--- config.mk ---
export PLATFORM = sky130hd
export DESIGN_NAME = drive_health_monitor
export DESIGN_NICKNAME = d
export VERILOG_FILES = /design/src/common/health_pkg.sv /design/src/design/attr_rate_tracker.sv /design/src/design/self_test_engine.sv /design/src/design/drive_health_monitor.sv
export VERILOG_INCLUDE_DIRS = /design/src /design/src/common
export SDC_FILE = /design/constraint.sdc
export NUM_CORES = 2
export LEC_CHECK = 0
export BUFFER_PORTS_ARGS = -buffer_cell sky130_fd_sc_hd__buf_2
export CORE_MARGIN = 3
export CORE_UTILIZATION = 54
export DETAILED_ROUTE_END_ITERATION = 16
export PLACE_DENSITY = 0.81
export SYNTH_ARGS = -nofsm -noshare
export SYNTH_HDL_FRONTEND = slang
export SYNTH_SLANG_ARGS = --single-unit
--- constraint.sdc ---
create_clock -name core_clk -period 5 [get_ports core_clk]
set_input_delay 0.25 -clock core_clk [delete_from_list [all_inputs] [get_ports core_clk]]
set_output_delay 0.25 -clock core_clk [all_outputs]
set_load 0.01 [all_outputs]
--- src/common/health_defs.svh ---
// Purpose: offsets, field positions, reset values and timing counts of the health monitor
// Assumes: 250 MHz core clock
// Notes: byte addresses on the plain register port
`ifndef HEALTH_DEFS_SVH
`define HEALTH_DEFS_SVH
// ----------------------------------------
// Register byte addresses
// ----------------------------------------
`define A_CTRL 8'h00
`define A_STATUS 8'h04
`define A_SENSE 8'h08
`define A_REMAIN 8'h0C
`define A_TEMP_CUR 8'h10
`define A_TEMP_REF 8'h14
`define A_CMD 8'h18
`define A_LOG_SEL 8'h1C
`define A_LOG_DATA 8'h20
// ----------------------------------------
// Field positions
// ----------------------------------------
`define C_DIS 0
`define C_ONL 1
`define C_TWE 2
`define C_RPT_HI 7
`define C_RPT_LO 4
`define CMD_REZERO 0
`define CMD_FC_HI 7
`define CMD_FC_LO 5
`define S_PFA 0
`define S_TWARN 1
`define S_ROUND 2
`define S_BUSY 3
// ----------------------------------------
// Values
// ----------------------------------------
`define REF_RST 8'h41
`define REF_MAX 8'h41
`define DRIVE_MAX_C 8'h46
`define FC_SHORT 3'h1
`define FC_EXT 3'h2
`define RES_PASS 4'h0
`define RES_ELEC 4'h3
`define RES_SCAN 4'h7
`define RES_RUN 4'hF
`define LOG_DEPTH 20
`define NATTR 4
`define PFA_KEY 8'h01
`define PFA_ASC 8'h5D
`define PFA_ASCQ 8'h00
`define TW_KEY 8'h01
`define TW_ASC 8'h0B
`define TW_ASCQ 8'h01
`define RND_KEY 8'h01
`define RND_ASC 8'h37
`define RND_ASCQ 8'h00
`define SHORT_SCAN_BLOCKS 32'h0001_0000
// ----------------------------------------
// Timing
// ----------------------------------------
`define CLK_MHZ 250
`define SEC_CYCLES (`CLK_MHZ * 1000000)
`define MEAS_PERIOD_S 3600
`define TEMP_PERIOD_S 600
`define SHORT_TEST_S 120
`define MAX_DELAY_MS 75
`define DELAY_CYCLES (`MAX_DELAY_MS * `CLK_MHZ * 1000)
`define MEAS_CYCLES 1000000
`define IDLE_NS 1000
`define IDLE_CYCLES (`IDLE_NS * `CLK_MHZ / 1000)
`endif

--- src/common/health_pkg.sv ---
// Purpose: shared types of the health monitor
// Assumes: nothing
// Notes: none
`default_nettype none
package health_pkg;
  typedef struct packed {
    logic [7:0] key;
    logic [7:0] asc;
    logic [7:0] ascq;
    logic [7:0] unit_code;
  } sense_s;
  typedef struct packed {
    logic [15:0] interval;
    logic [15:0] err_thr;
    logic [7:0] pred_thr;
  } attr_cfg_s;
  typedef struct packed {
    logic req;
    logic scan;
    logic [31:0] lba;
  } step_s;
  typedef enum logic [1:0] {ST_IDLE, ST_ELEC, ST_SCAN} test_ph_e;
  typedef enum logic {M_WAIT, M_MEAS} meas_e;
endpackage
`default_nettype wire

--- src/design/attr_rate_tracker.sv ---
// Purpose: error-rate tracking of one monitored attribute
// Assumes: op and err are one-cycle pulses
// Notes: history saturates at 255
`timescale 1ns/1ps
`default_nettype none
`include "health_defs.svh"
module attr_rate_tracker (
  input wire logic core_clk, // Core clock
  input wire logic rst, // Sync reset
  input wire logic en, // Monitoring active
  input wire logic op, // One operation done
  input wire logic err, // One error seen
  input wire health_pkg::attr_cfg_s cfg, // Limits
  output logic pfa // Predictive failure
);
  import health_pkg::*;
  typedef struct packed {
    logic [15:0] ivl;
    logic [15:0] fails;
    logic [7:0] hist;
    logic pfa;
  } trk_s;
  trk_s q, d;
  logic bad, good;
  always_comb begin
    d = q;
    bad = 1'b0;
    good = 1'b0;
    if (en) begin
      if (err) d.fails = q.fails + 16'h0001;
      if (op) d.ivl = q.ivl + 16'h0001;
      // The error that takes the count past the threshold closes the interval
      if (err && q.fails >= cfg.err_thr) bad = 1'b1; // RULE9
      else if (op && d.ivl >= cfg.interval) good = 1'b1; // RULE9
      if (bad || good) begin
        d.ivl = '0; // RULE9
        d.fails = '0;
      end
      if (bad && q.hist != 8'hFF) d.hist = q.hist + 8'h01; // RULE10
      else if (good && q.hist != 8'h00) d.hist = q.hist - 8'h01; // RULE10
    end
    d.pfa = (cfg.pred_thr != 8'h00) && (d.hist >= cfg.pred_thr); // RULE11
  end
  always_ff @(posedge core_clk) begin
    if (rst) q <= '0;
    else q <= d;
  end
  assign pfa = q.pfa;
  property p_hist_up;
    @(posedge core_clk) disable iff (rst) (bad && q.hist != 8'hFF) |=> q.hist == $past(q.hist) + 8'h01;
  endproperty
  a_hist_up: assert property (p_hist_up) else $error("history did not count up"); // RULE10
  property p_hist_floor;
    @(posedge core_clk) disable iff (rst) (good && q.hist == 8'h00) |=> q.hist == 8'h00 && q.ivl == 16'h0;
  endproperty
  a_hist_floor: assert property (p_hist_floor) else $error("history went below zero"); // RULE10
endmodule // attr_rate_tracker
`default_nettype wire

--- src/design/self_test_engine.sv ---
// Purpose: short and extended drive self-test sequencer
// Assumes: step_ack is a one-cycle pulse while step.req is high
// Notes: only unrecovered errors are reported by the step partner
`timescale 1ns/1ps
`default_nettype none
`include "health_defs.svh"
module self_test_engine (
  input wire logic core_clk, // Core clock
  input wire logic rst, // Sync reset
  input wire logic sec_tick, // One-second enable
  input wire logic start, // Start pulse
  input wire logic [2:0] fcode, // Function code
  input wire logic [31:0] max_lba, // Last block address
  input wire logic step_ack, // Step finished
  input wire logic step_unrec, // Step failed after all retries
  output health_pkg::step_s step, // Step request
  output logic busy, // Test running
  output logic done, // Test finished pulse
  output logic [3:0] result // Last result
);
  import health_pkg::*;
  typedef struct packed {
    test_ph_e ph;
    logic ext;
    logic [6:0] secs;
    step_s step;
    logic done;
    logic [3:0] result;
  } st_s;
  st_s q, d;
  logic [31:0] last;
  always_comb begin
    d = q;
    d.done = 1'b0;
    // Short test scans only the first SHORT_SCAN_BLOCKS blocks, or the whole of smaller media
    last = (q.ext || max_lba < `SHORT_SCAN_BLOCKS) ? max_lba : `SHORT_SCAN_BLOCKS - 32'h1; // RULE21
    unique case (q.ph)
      ST_IDLE: begin
        if (start && (fcode == `FC_SHORT || fcode == `FC_EXT)) begin // RULE18
          d.ph = ST_ELEC; // RULE21
          d.ext = (fcode == `FC_EXT);
          d.secs = '0;
          d.step = '{req: 1'b1, scan: 1'b0, lba: 32'h0};
        end
      end
      ST_ELEC: begin
        if (step_ack && step_unrec) begin // RULE22
          d.ph = ST_IDLE;
          d.step.req = 1'b0;
          d.done = 1'b1;
          d.result = `RES_ELEC;
        end else if (step_ack) begin
          d.ph = ST_SCAN; // RULE21
          d.step.scan = 1'b1;
        end
      end
      ST_SCAN: begin
        if (sec_tick) d.secs = q.secs + 7'h01;
        if (!q.ext && q.secs >= 7'(`SHORT_TEST_S)) begin // RULE20
          d.ph = ST_IDLE;
          d.step.req = 1'b0;
          d.done = 1'b1;
          d.result = `RES_PASS;
        end else if (step_ack) begin
          if (step_unrec || q.step.lba == last) begin // RULE22
            d.ph = ST_IDLE;
            d.step.req = 1'b0;
            d.done = 1'b1;
            d.result = step_unrec ? `RES_SCAN : `RES_PASS; // RULE24
          end else begin
            d.step.lba = q.step.lba + 32'h1; // RULE21
          end
        end
      end
    endcase
  end
  always_ff @(posedge core_clk) begin
    if (rst) q <= '0;
    else q <= d;
  end
  assign step = q.step;
  assign busy = (q.ph != ST_IDLE);
  assign done = q.done;
  assign result = q.result;
  property p_short_limit;
    @(posedge core_clk) disable iff (rst) (q.ph != ST_IDLE && !q.ext) |-> q.secs <= 7'(`SHORT_TEST_S);
  endproperty
  a_short_limit: assert property (p_short_limit) else $error("short test overran"); // RULE20
endmodule // self_test_engine
`default_nettype wire

--- src/design/drive_health_monitor.sv ---
// Purpose: drive health monitor: rate tracking, thermal warnings, measurement timer, self-test
// Assumes: inputs synchronous to core_clk, single-cycle register strobes
// Notes: nv_* inputs are read once, in the first cycle after reset release
// Function
// RULE1: Disable bit suspends all monitoring; otherwise gather attribute data during reads/writes.
// RULE2: Online-only select blocks every off-line measurement.
// RULE3: Rezero command measures, saves and restarts the one-hour timer.
// RULE4: Time left until next measurement is readable by the host.
// RULE5: Hourly measure-and-save waits for interface idle and host activity aborts it.
// RULE6: On-line processing holds command handling at most 75 ms.
// RULE7: Predictive failure reports sense 01-5D00 with attribute type in failure code.
// RULE8: Recorded predictive failure code survives bus resets and power cycles.
// RULE9: Interval and failure counters judge each interval and then restart.
// RULE10: History counter up on bad interval, down on good, floor zero.
// RULE11: History reaching predictive threshold signals predictive failure.
// RULE12: Sample temperature at power-up and every ten minutes after.
// RULE13: Over trip point: warn 01-0B01, temperature as code, save frame if threatening.
// RULE14: Temperature warnings only when enabled, delivered per report method.
// RULE15: Two trip points: fixed maximum and host reference, default 65, range 0-65.
// RULE16: Reference above maximum is clamped and a rounded-parameter sense returned.
// RULE17: Temperature log reports current and reference temperature.
// RULE18: Diagnostic function code 001b starts short test, 010b extended test.
// RULE19: Host issues diagnostics only when ready and finds not-ready causes itself.
// RULE20: Short test finishes within 120 seconds with a partial scan.
// RULE21: Each test runs electrical phase, then scan; extended scans every block.
// RULE22: Only unrecovered read/write errors fail a test.
// RULE23: Starting a test inserts a new head entry, newest 20 kept, result Fh.
// RULE24: Result is four bits, zero pass, nonzero gives failure reason.
// RULE25: Per-attribute limits are loaded from non-volatile storage after reset.
//
// Chosen here: the placing of the registers and the strobed register port.
`timescale 1ns/1ps
`default_nettype none
`include "health_defs.svh"
module drive_health_monitor #(
  parameter int unsigned SEC_CYCLES = `SEC_CYCLES,
  parameter int unsigned DELAY_CYCLES = `DELAY_CYCLES,
  parameter int unsigned MEAS_CYCLES = `MEAS_CYCLES
) (
  input wire logic core_clk, // Core clock
  input wire logic rst, // Sync reset
  input wire logic [7:0] reg_addr, // Register byte address
  input wire logic [31:0] reg_wdata, // Write data
  input wire logic reg_wr, // Write strobe
  input wire logic reg_rd, // Read strobe
  output logic [31:0] reg_rdata, // Read data, cycle after strobe
  input wire logic host_activity, // Interface busy
  input wire logic [`NATTR-1:0] attr_op, // Operation pulses
  input wire logic [`NATTR-1:0] attr_err, // Error pulses
  input wire health_pkg::attr_cfg_s [`NATTR-1:0] nv_cfg, // Stored limits
  input wire logic [7:0] nv_pfa_code, // Stored failure code
  input wire logic temp_valid, // Temperature sample ready
  input wire logic [7:0] temp_value, // Temperature in C
  output logic temp_req, // Take a sample
  output logic frame_save, // Save data frame
  output logic meas_busy, // Off-line pass running
  output logic meas_save, // Save attribute data
  output logic exc_valid, // Exception report pulse
  output health_pkg::sense_s exc_sense, // Exception sense data
  output logic pfa_store, // Store failure code pulse
  output logic [7:0] pfa_code, // Failure code to store
  input wire logic [31:0] max_lba, // Last block address
  input wire logic step_ack, // Test step done
  input wire logic step_unrec, // Test step unrecovered error
  output health_pkg::step_s step // Test step request
);
  import health_pkg::*;
  localparam int unsigned MEAS_LAST = ((MEAS_CYCLES < DELAY_CYCLES) ?
                                       MEAS_CYCLES : DELAY_CYCLES) - 1;
  typedef struct packed {
    logic loaded;
    logic dis;
    logic onl;
    logic twe;
    logic [3:0] report_method;
    logic [7:0] ref_t;
    logic [7:0] cur_t;
    logic rounded;
    logic twarn;
    sense_s sense;
    logic exc_valid;
    logic [7:0] pfa_code;
    logic pfa_store;
    logic [`NATTR-1:0] pfa_seen;
    attr_cfg_s [`NATTR-1:0] cfg;
    logic [31:0] sec_div;
    logic sec_tick;
    meas_e mst;
    logic meas_busy;
    logic meas_save;
    logic [31:0] busy_cnt;
    logic [11:0] meas_left;
    logic [7:0] idle_cnt;
    logic [9:0] temp_left;
    logic temp_req;
    logic frame_save;
    logic st_start;
    logic [2:0] st_fc;
    logic [4:0] log_sel;
    logic [`LOG_DEPTH-1:0][6:0] log;
    logic [31:0] rdata;
  } st_s;
  st_s q, d;
  logic [`NATTR-1:0] pfa_vec, pfa_one;
  logic trk_en, cmd_wr, pfa_hit, ovr_max, ovr_ref, st_busy, st_done;
  logic [7:0] pfa_unit;
  logic [2:0] fc;
  logic [3:0] st_result;
  // ----------------------------------------
  // Attribute trackers and self-test
  // ----------------------------------------
  assign trk_en = q.loaded && !q.dis; // RULE1
  genvar g;
  generate
    for (g = 0; g < `NATTR; g++) begin : g_attr
      attr_rate_tracker u_trk (
        .core_clk(core_clk),
        .rst(rst),
        .en(trk_en),
        .op(attr_op[g]),
        .err(attr_err[g]),
        .cfg(q.cfg[g]),
        .pfa(pfa_vec[g])
      );
    end
  endgenerate
  self_test_engine u_st (
    .core_clk(core_clk),
    .rst(rst),
    .sec_tick(q.sec_tick),
    .start(q.st_start),
    .fcode(q.st_fc),
    .max_lba(max_lba),
    .step_ack(step_ack),
    .step_unrec(step_unrec),
    .step(step),
    .busy(st_busy),
    .done(st_done),
    .result(st_result)
  );
  // ----------------------------------------
  // Next state
  // ----------------------------------------
  always_comb begin
    d = q;
    cmd_wr = reg_wr && (reg_addr == `A_CMD);
    fc = reg_wdata[`CMD_FC_HI:`CMD_FC_LO];
    d.sec_tick = 1'b0;
    d.temp_req = 1'b0;
    d.frame_save = 1'b0;
    d.meas_save = 1'b0;
    d.exc_valid = 1'b0;
    d.pfa_store = 1'b0;
    d.st_start = 1'b0;
    d.rdata = '0;
    if (!q.loaded) begin
      d.loaded = 1'b1;
      d.ref_t = `REF_RST; // RULE15
      d.cfg = nv_cfg; // RULE25
      d.pfa_code = nv_pfa_code; // RULE8
    end
    if (q.sec_div == 32'(SEC_CYCLES - 1)) begin
      d.sec_div = '0;
      d.sec_tick = 1'b1;
    end else begin
      d.sec_div = q.sec_div + 32'h1;
    end
    if (host_activity) d.idle_cnt = '0;
    else if (q.idle_cnt != 8'(`IDLE_CYCLES)) d.idle_cnt = q.idle_cnt + 8'h01;
    // Register writes; clears come first so that hardware sets below win
    if (reg_wr) begin
      case (reg_addr)
        `A_CTRL: begin
          d.dis = reg_wdata[`C_DIS];
          d.onl = reg_wdata[`C_ONL];
          d.twe = reg_wdata[`C_TWE];
          d.report_method = reg_wdata[`C_RPT_HI:`C_RPT_LO];
        end
        `A_STATUS: begin
          if (reg_wdata[`S_TWARN]) d.twarn = 1'b0;
          if (reg_wdata[`S_ROUND]) d.rounded = 1'b0;
        end
        `A_TEMP_REF: begin
          if (reg_wdata[31:8] != 24'h0 || reg_wdata[7:0] > `REF_MAX) begin
            d.ref_t = `REF_MAX; // RULE16
            d.rounded = 1'b1; // RULE16
            d.exc_valid = 1'b1;
            d.sense = '{`RND_KEY, `RND_ASC, `RND_ASCQ, 8'h00}; // RULE16
          end else begin
            d.ref_t = reg_wdata[7:0]; // RULE15
          end
        end
        `A_LOG_SEL: d.log_sel = reg_wdata[4:0];
        `A_CMD: begin
          if ((fc == `FC_SHORT || fc == `FC_EXT) && !st_busy && !q.st_start) begin // RULE18
            d.st_start = 1'b1;
            d.st_fc = fc;
            d.log = {q.log[`LOG_DEPTH-2:0], {fc, `RES_RUN}}; // RULE23
          end
        end
        default: ;
      endcase
    end
    if (st_done) d.log[0][3:0] = st_result; // RULE24
    // Measurement timer, frozen while monitoring is off
    if (q.sec_tick && !q.dis && q.meas_left != 12'h0) d.meas_left = q.meas_left - 12'h001; // RULE5
    unique case (q.mst)
      M_WAIT: begin
        if (cmd_wr && reg_wdata[`CMD_REZERO] && !q.dis) begin
          d.meas_left = 12'(`MEAS_PERIOD_S); // RULE3
          if (!q.onl) begin // RULE2
            d.mst = M_MEAS; // RULE3
            d.busy_cnt = '0;
          end
        end else if (q.meas_left == 12'h0 && !q.dis) begin
          if (q.onl) begin
            d.meas_left = 12'(`MEAS_PERIOD_S); // RULE2
          end else if (q.idle_cnt == 8'(`IDLE_CYCLES) && !host_activity) begin
            d.mst = M_MEAS; // RULE5
            d.busy_cnt = '0;
          end
        end
      end
      M_MEAS: begin
        d.busy_cnt = q.busy_cnt + 32'h1;
        // Timer stays at zero after an aborted hourly pass, so that pass retries at the next idle gap
        if (host_activity) begin
          d.mst = M_WAIT; // RULE5
        end else if (q.busy_cnt == 32'(MEAS_LAST)) begin
          d.mst = M_WAIT; // RULE6
          d.meas_save = 1'b1; // RULE3
          d.meas_left = 12'(`MEAS_PERIOD_S);
        end
      end
    endcase
    d.meas_busy = (d.mst == M_MEAS);
    // Temperature sampling runs even while monitoring is off
    if (q.sec_tick && q.temp_left != 10'h0) begin
      d.temp_left = q.temp_left - 10'h001;
    end else if (q.temp_left == 10'h0 && q.loaded) begin
      d.temp_left = 10'(`TEMP_PERIOD_S); // RULE12
      d.temp_req = 1'b1; // RULE12
    end
    ovr_max = temp_value > `DRIVE_MAX_C; // RULE15
    ovr_ref = temp_value > q.ref_t; // RULE15
    if (temp_valid) begin
      d.cur_t = temp_value; // RULE17
      if ((ovr_max || ovr_ref) && q.twe && !q.dis) begin // RULE14
        d.twarn = 1'b1;
        if (q.report_method != 4'h0) begin // RULE14
          d.exc_valid = 1'b1;
          d.sense = '{`TW_KEY, `TW_ASC, `TW_ASCQ, temp_value}; // RULE13
        end
      end
      if (ovr_max && !q.dis) d.frame_save = 1'b1; // RULE13
    end
    // Lowest attribute wins; a failure report overrides a warning in the same cycle
    pfa_hit = 1'b0;
    pfa_unit = 8'h00;
    pfa_one = '0;
    for (int i = `NATTR - 1; i >= 0; i--) begin
      if (pfa_vec[i] && !q.pfa_seen[i]) begin
        pfa_hit = 1'b1;
        pfa_unit = 8'(i + 1);
        pfa_one = '0;
        pfa_one[i] = 1'b1;
      end
    end
    if (pfa_hit && trk_en) begin
      d.pfa_seen = q.pfa_seen | pfa_one;
      d.pfa_code = pfa_unit; // RULE8
      d.pfa_store = 1'b1; // RULE8
      if (q.report_method != 4'h0) begin
        d.exc_valid = 1'b1;
        d.sense = '{`PFA_KEY, `PFA_ASC, `PFA_ASCQ, pfa_unit}; // RULE7
      end
    end
    if (reg_rd) begin
      case (reg_addr)
        `A_CTRL: d.rdata = {24'h0, q.report_method, 1'b0, q.twe, q.onl, q.dis};
        `A_STATUS: d.rdata = {20'h0, q.log[0][3:0], 4'h0, st_busy, q.rounded, q.twarn,
                              q.pfa_code != 8'h00};
        `A_SENSE: d.rdata = q.sense;
        `A_REMAIN: d.rdata = {20'h0, q.meas_left}; // RULE4
        `A_TEMP_CUR: d.rdata = {24'h0, q.cur_t}; // RULE17
        `A_TEMP_REF: d.rdata = {24'h0, q.ref_t}; // RULE17
        `A_LOG_SEL: d.rdata = {27'h0, q.log_sel};
        `A_LOG_DATA: d.rdata = (q.log_sel < 5'(`LOG_DEPTH)) ? {25'h0, q.log[q.log_sel]} : '0;
        default: d.rdata = '0;
      endcase
    end
  end
  always_ff @(posedge core_clk) begin
    if (rst) q <= '0;
    else q <= d;
  end
  // ----------------------------------------
  // Outputs
  // ----------------------------------------
  assign reg_rdata = q.rdata;
  assign temp_req = q.temp_req;
  assign frame_save = q.frame_save;
  assign meas_busy = q.meas_busy;
  assign meas_save = q.meas_save;
  assign exc_valid = q.exc_valid;
  assign exc_sense = q.sense;
  assign pfa_store = q.pfa_store;
  assign pfa_code = q.pfa_code;
  // ----------------------------------------
  // Checks
  // ----------------------------------------
  property p_dis_idle;
    @(posedge core_clk) disable iff (rst) (q.dis && !q.meas_busy) |=> !q.meas_busy && !q.pfa_store;
  endproperty
  a_dis_idle: assert property (p_dis_idle) else $error("monitor ran while disabled"); // RULE1
  property p_onl;
    @(posedge core_clk) disable iff (rst) (q.onl && !q.meas_busy) |=> !q.meas_busy;
  endproperty
  a_onl: assert property (p_onl) else $error("off-line pass in online-only mode"); // RULE2
  property p_rezero;
    @(posedge core_clk) disable iff (rst)
      (cmd_wr && reg_wdata[`CMD_REZERO] && !q.dis && !q.meas_busy) |=>
      q.meas_left == 12'(`MEAS_PERIOD_S) && (q.onl || q.meas_busy);
  endproperty
  a_rezero: assert property (p_rezero) else $error("rezero did not restart timer"); // RULE3
  property p_remain;
    @(posedge core_clk) disable iff (rst)
      (reg_rd && reg_addr == `A_REMAIN) |=> reg_rdata == {20'h0, $past(q.meas_left)};
  endproperty
  a_remain: assert property (p_remain) else $error("wrong time remaining"); // RULE4
  property p_abort;
    @(posedge core_clk) disable iff (rst) (q.meas_busy && host_activity) |=> !q.meas_busy && !q.meas_save;
  endproperty
  a_abort: assert property (p_abort) else $error("host did not interrupt pass"); // RULE5
  property p_delay;
    @(posedge core_clk) disable iff (rst) q.meas_busy |-> q.busy_cnt < 32'(DELAY_CYCLES);
  endproperty
  a_delay: assert property (p_delay) else $error("on-line delay too long"); // RULE6
  property p_pfa_sense;
    @(posedge core_clk) disable iff (rst) (pfa_hit && trk_en && q.report_method != 4'h0) |=>
      q.exc_valid && q.sense.asc == `PFA_ASC && q.sense.unit_code == q.pfa_code;
  endproperty
  a_pfa_sense: assert property (p_pfa_sense) else $error("predictive failure not reported"); // RULE7
  property p_temp_warn;
    @(posedge core_clk) disable iff (rst)
      (temp_valid && temp_value > q.ref_t && q.twe && !q.dis) |=> q.twarn;
  endproperty
  a_temp_warn: assert property (p_temp_warn) else $error("missed temperature warning"); // RULE14
  property p_clamp;
    @(posedge core_clk) disable iff (rst)
      (reg_wr && reg_addr == `A_TEMP_REF && reg_wdata[7:0] > `REF_MAX) |=>
      q.ref_t == `REF_MAX && q.rounded && q.sense.asc == `RND_ASC;
  endproperty
  a_clamp: assert property (p_clamp) else $error("reference not clamped"); // RULE16
  property p_pwrup_temp;
    @(posedge core_clk) disable iff (rst) $rose(q.loaded) |=> q.temp_req;
  endproperty
  a_pwrup_temp: assert property (p_pwrup_temp) else $error("no power-up sample"); // RULE12
endmodule // drive_health_monitor
`default_nettype wire

# == Yosys cells after proc, flatten, opt, wreduce, memory -nomap -nowiden ==
# Cells that the tools add are included.
# Widths: inputs -> output; s select.
# classes
reduce_logical,116
muxes,151
addsub,23
n_bitwise,6
eq_ne,41
n_lt_le_gt_ge,19
# ops
operator,n
$mux 513,1
$mux 32,12
$mux 140,2
$pmux 32 s8,1
$mux 16,12
$mux 8,22
$mux 160,1
$mux 149,1
$mux 33,4
$mux 44,3
$add 16x1->16 const B,8
$ge 16x16->1,8
$add 32x1->32 const B,3
$pmux 44 s2,1
$reduce_bool 8->1,9
$mux 34,2
$pmux 32 s2,1
$mux 1,48
$mux 12,4
$mux 46,1
$logic_and 1x1->1,43
$add 8x1->8 const B,5
$ne 8x8->1 const B,5
$mux 37,1
other kinds (62),158
# word_totals
register_bits,722
wordCells,443

# == Logic depth before layout (Yosys ltp) ==
# depth
ltp_word,14
depth_mapped,27
depth_no_buf,26

# == Hierarchy ==
# From an unflattened synthesis, not the netlist that was laid out.
# hier_totals
cells_unflattened,4639
hier_area_um2,39009.9
# modules_own_cells
mod,area_each_um2,cells_each,instances
drive_health_monitor,21558.2,2371,1
attr_rate_tracker,3442.1,449,4
self_test_engine,3683.5,472,1

# == Worst setup path after synthesis ==
# OpenSTA, ideal clock, no wires.
# synth_path
path_type,input to register
startpoint,in attr_op[3]
endpoint,"reg g_attr[3].u_trk.q, in the netlist g_attr[3].u_trk.pfa"
arrival_ns,4.680
path_slack_ns,0.199
path_buffers,2
path_stages,27
setup_time_ns,0.122
cell_sequence,clkbuf_1 > nand4_1 > or3_1 > nor2_1 > and3_1 > and3_1 > xor2_1 > ha_1 > a21o_1 > a21o_1 > a21oi_1 > o21ai_0 > a32o_1 > and3_1 > clkbuf_1 > o21ai_1 > xnor2_1 > ha_1 > nand2b_1 > a21oi_1 > nor2b_1 > o21ai_0 > nand2b_1 > a21oi_1 > nor2b_1 > o21ai_0 > a21oi_1
# synth_via
elab_chain_len,13
# synth_lines
item,line,source
start: declaration,drive_health_monitor.sv:48,"input wire logic [`NATTR-1:0] attr_op,"
$mux 16,attr_rate_tracker.sv:31,if (op) d.ivl = q.ivl + 16'h0001;
$mux 16,attr_rate_tracker.sv:29,if (en) begin
$ge 16x16->1,attr_rate_tracker.sv:34,else if (op && d.ivl >= cfg.interval) good = 1'b1;
$logic_and 1x1->1 *,attr_rate_tracker.sv:34,
$mux 1 *,attr_rate_tracker.sv:34,
$mux 1 *,attr_rate_tracker.sv:33,if (err && q.fails >= cfg.err_thr) bad = 1'b1;
$mux 1 *,attr_rate_tracker.sv:29,
$logic_and 1x1->1 *,attr_rate_tracker.sv:40,else if (good && q.hist != 8'h00) d.hist = q.hist - 8'h01;
$mux 8 *,attr_rate_tracker.sv:40,
$mux 8 *,attr_rate_tracker.sv:39,if (bad && q.hist != 8'hFF) d.hist = q.hist + 8'h01;
$mux 8 *,attr_rate_tracker.sv:29,
$ge 8x8->1 *,attr_rate_tracker.sv:42,d.pfa = (cfg.pred_thr != 8'h00) && (d.hist >= cfg.pred_thr);
$logic_and 1x1->1 *,attr_rate_tracker.sv:42,
end signal: assignment,attr_rate_tracker.sv:45,if (rst) q <= '0;
end signal: assignment,attr_rate_tracker.sv:46,else q <= d;
end: declaration,attr_rate_tracker.sv:23,"trk_s q, d;"
# Mark *: on every way between the ends. The rest lies on a longest branch, timed or not. The select of a mux whose other input is x is not followed.
# A chain may end at the register's enable or synchronous reset.

# == Final worst setup path ==
# layout_path
startpoint,reg g_attr[3].u_trk.q[25] (netlist name)
endpoint,"reg g_attr[3].u_trk.q, in the netlist g_attr[3].u_trk.pfa"
# layout_via
elab_chain_len,14
# layout_lines
item,line
$add 16x1->16,attr_rate_tracker.sv:31
$mux 16 *,attr_rate_tracker.sv:31
$mux 16 *,attr_rate_tracker.sv:29
$ge 16x16->1 *,attr_rate_tracker.sv:34
$logic_and 1x1->1 *,attr_rate_tracker.sv:34
$mux 1 *,attr_rate_tracker.sv:34
$mux 1 *,attr_rate_tracker.sv:33
$mux 1 *,attr_rate_tracker.sv:29
$logic_and 1x1->1 *,attr_rate_tracker.sv:40
$mux 8 *,attr_rate_tracker.sv:40
$mux 8 *,attr_rate_tracker.sv:39
$mux 8 *,attr_rate_tracker.sv:29
$ge 8x8->1 *,attr_rate_tracker.sv:42
$logic_and 1x1->1 *,attr_rate_tracker.sv:42
# Marks and branches as above.

==> out/metrics.yaml <==
synth:
  synth_largest_area_cell: "dfxtp_1"
  synth.most_common_cell: "dfxtp_1"
  synth_cell_types: 82
  netlist.area_leader.share_pct: 39.0
  synthTopCellsByCount: "dfxtp_1, nand2_1, nor2_1, a21oi_1, inv_1"
  ys_async_sr_fraction_pct: 0
  ys_seq_area_share_pct: 39.0
  synthCells: 4283
  synth_area_leaders: "dfxtp_1, ha_1, nand2_1"
  synth_edf_count: 0
  netlist_area_sq_mm: 0.0359
  yosys_warnings: 0
  syn-num-nets: 4747
  post_synth.cell_area_avg_sq_um: 8.39
  synthFlopType: "dfxtp_1"
  synth_seq_cells: 700
die:
  dieArea_sq_mm: 0.0697
  start_util_pct: 55.1
  ios: 376
  die_w_um: 264
  placementRows: 93
  dieHeight_um: 264
  core_sq_mm: 0.0652
cts:
  cts_sinks: 700
  cts_root_buf: "clkbuf_16"
  cts_tree: "done"
  clock_latency_ps: 620
  clock_tree.buffer_depth: 3
  cts.htree.levels: 3
  cts_buffers: 77
  clk_pin_slew_ps: 60
layout:
  multiInputGateArea_sq_mm: 0.0197
  regArea_sq_mm: 0.0140
  syn2layout_area_growth_pct: 17.6
  fill_cells: 5108
  layout-drive-gt1-share_pct: 13.9
  num-nets-final: 5125
grt:
  grt.total_usage_pct: 26.7
  overflow: 0
  grt_pass1_wl_um: 157000
  grt_max_degree: 201
  grt_pass1_vias: 31095
  antenna_found_initial: 6
timing:
  finalSetupViolCount: 0
  finalCriticalPeriod_ps: 4740
  skew_ps: 30.7
  tightest_slew_ps: 1170
  drv_slew: 0
  hold_viol: 0
  slew_headroom_pct: 22.2
  max_freq_ghz: 0.211
  post-route-period-util_pct: 94.8
  fin_setup_tns_ps: 0
  fin_ws_ps: 260
  grt_setup_unrepaired: "yes"
setup_path:
  timing.rr.start: "g_attr[3].u_trk.q[25]$_SDFFE_PP0P_"
  cp_data_required_time_ps: 5500
  worstSetupStartpoint: "g_attr[3].u_trk.q[25]$_SDFFE_PP0P_"
  rr_endpoint: "g_attr[3].u_trk.pfa$_SDFF_PP0_"
  max_stage_delay_ps: 370
  arrival_ps: 5240
  path_max_fanout: 6
  r2r_cells: 26
  crit_end: "g_attr[3].u_trk.pfa$_SDFF_PP0_"
  startpoint_type: "flip-flop"
  endpoint_kind: "flip-flop"
  crit_type: "reg -> reg"
  crit_top_cell: "and3_4"
  rrSetupSlack_ps: 260
  crit_slowest_cell: "dfxtp_4"
hold_path:
  hp-class: "in -> reg"
detailed_routing:
  highest_layer: "met5"
  dr.pass1.iters: 10
  drc: 0
  routed_wl_um: 97300
  wl_met3_um: 6670
  dr_total_vias: 32056
  wl_met1_um: 40700
  wl_per_cell_um: 17.4
  dr.first_iter.drc_count: 2782
  routed_via_density: 5.75
  ant_nets: 0
  dr_wl_met2_um: 46300
pwr:
  power_density_mw_per_mm2: 296
  irDropWorstVdd_v: 0.000240
  power_leakage_uw: 0.0174
  finalPower_uw: 12500
status:
  outcome: "complete, no violations"
placed_design:
  numPortBuffers: 375
  post-dp-hpwl_um: 62000
  place_ws_ps: -278
  gp_congestion: 0.932
run:
  cap_violations: 0
critical path: cells and delay by family (launching register included):
| family | cells | cell delay (ps) |
|---|---|---|
| fa+ha+maj | 3 | 750 |
| flops | 1 | 370 |
| simple gates | 11 | 1700 |
| xor+xnor | 2 | 320 |
| compound gates | 10 | 1500 |
per-layer routing:
layer	up-vias	global-route usage (%)
li1	15429	-
met1	15099	34.0
met2	1250	45.0
met3	276	4.27
met4	2	11.3
met5	-	0
cells in the final DEF, fill, tap and decap left out, types with 60 or more instances in the layout:
cell type      instances
nor3_1                73
nand4_1               60
nand2_1              499
xor2_1               120
and3_1                62
and2_1                64
ha_1                 199
nand3_1              157
mux2i_1              171
inv_1                221
clkbuf_16             79
a21oi_1              325
o21ai_0              129
buf_2                374
dlygate4sd3_1        187
nor2_1               493
dfxtp_1              690
xnor2_1              129
power by group:
part / total, uW / internal [uW] / switching (uW) / leakage (uW)
clock: 5630 / 3310 / 2320 / 0.00124
combinational: 1060 / 465 / 596 / 0.0105
sequential: 5800 / 5700 / 98.5 / 0.00568
metrics by stage:
step	instances	utilization, %	cell area [sq um]	hold WS [ps]
2_1_floorplan	4283	-	35900	386
3_3_place_gp	5244	57.8	37700	439
3_5_place_dp	5244	57.8	37700	447
4_1_cts	5564	64.5	42000	30.9
5_1_grt	5575	64.8	42300	82.6
6_report	5578	64.9	42300	77.9
logic make-up (layout without fill, tap and decap cells):
group                    count (synthesis)  in the layout  synth area share [%]
AND/OR/NAND/NOR                       1674           1674                  22.0
AO/OA/AOI/OAI                          707            707                  11.7
flip-flops                             700            700                  39.0
buffers and inverters                  531            963                  6.75
XOR/XNOR                               252            252                  6.14
multiplexers                           219            219                  7.40
adder cells (fa/ha/maj)                200            200                  6.97
other                                    0              8                     0
worst min-delay path by stage:
stage	slack [ps]	end	cells past startpoint	startpoint
6_report	80	u_st.result[2]$_SDFFE_PP0P_	3	step_unrec
5_1_grt	80	u_st.result[1]$_SDFFE_PP0P_	3	step_unrec
2_1_floorplan	390	q[37]$_SDFFE_PP0P_	2	reg_wdata[6]
3_5_place_dp	450	q[166]$_SDFFE_PP0P_	2	q[166]$_SDFFE_PP0P_
3_3_place_gp	440	q[442]$_SDFFE_PP0P_	2	q[442]$_SDFFE_PP0P_
4_1_cts	30	u_st.result[1]$_SDFFE_PP0P_	3	step_unrec
state kept, by name, summed over array words and instances, names as in the netlist, 2 cells and up:
register,flops
u_st.step,34
g_attr.u_trk.pfa,4
g_attr.u_trk.q,160
exc_sense,32
q,411
u_st.result,2
u_st.q,10
pfa_code,8
reg_rdata,32
cell type report:
cell class / instances / share of cell area (%)
multi-input cells: 3052 / 46.6
flip-flops and latches: 700 / 33.2
repair buffers: 607 / 9.75
clock buffers: 109 / 5.28
well taps: 855 / 2.53
inverters: 223 / 1.98
clock inverters: 24 / 0.619
diodes: 8 / 0.0474
what timing repair did:
action	in CTS	in global routing
cloned	0	0
buffers inserted	0	6
pin swaps	0	10
gates resized for setup	7	49
endpoints found under the hold margin	208	0
setup endpoints to repair	4	4
hold buffers	187	0
Note: power is estimated with default switching activity, not from simulation.
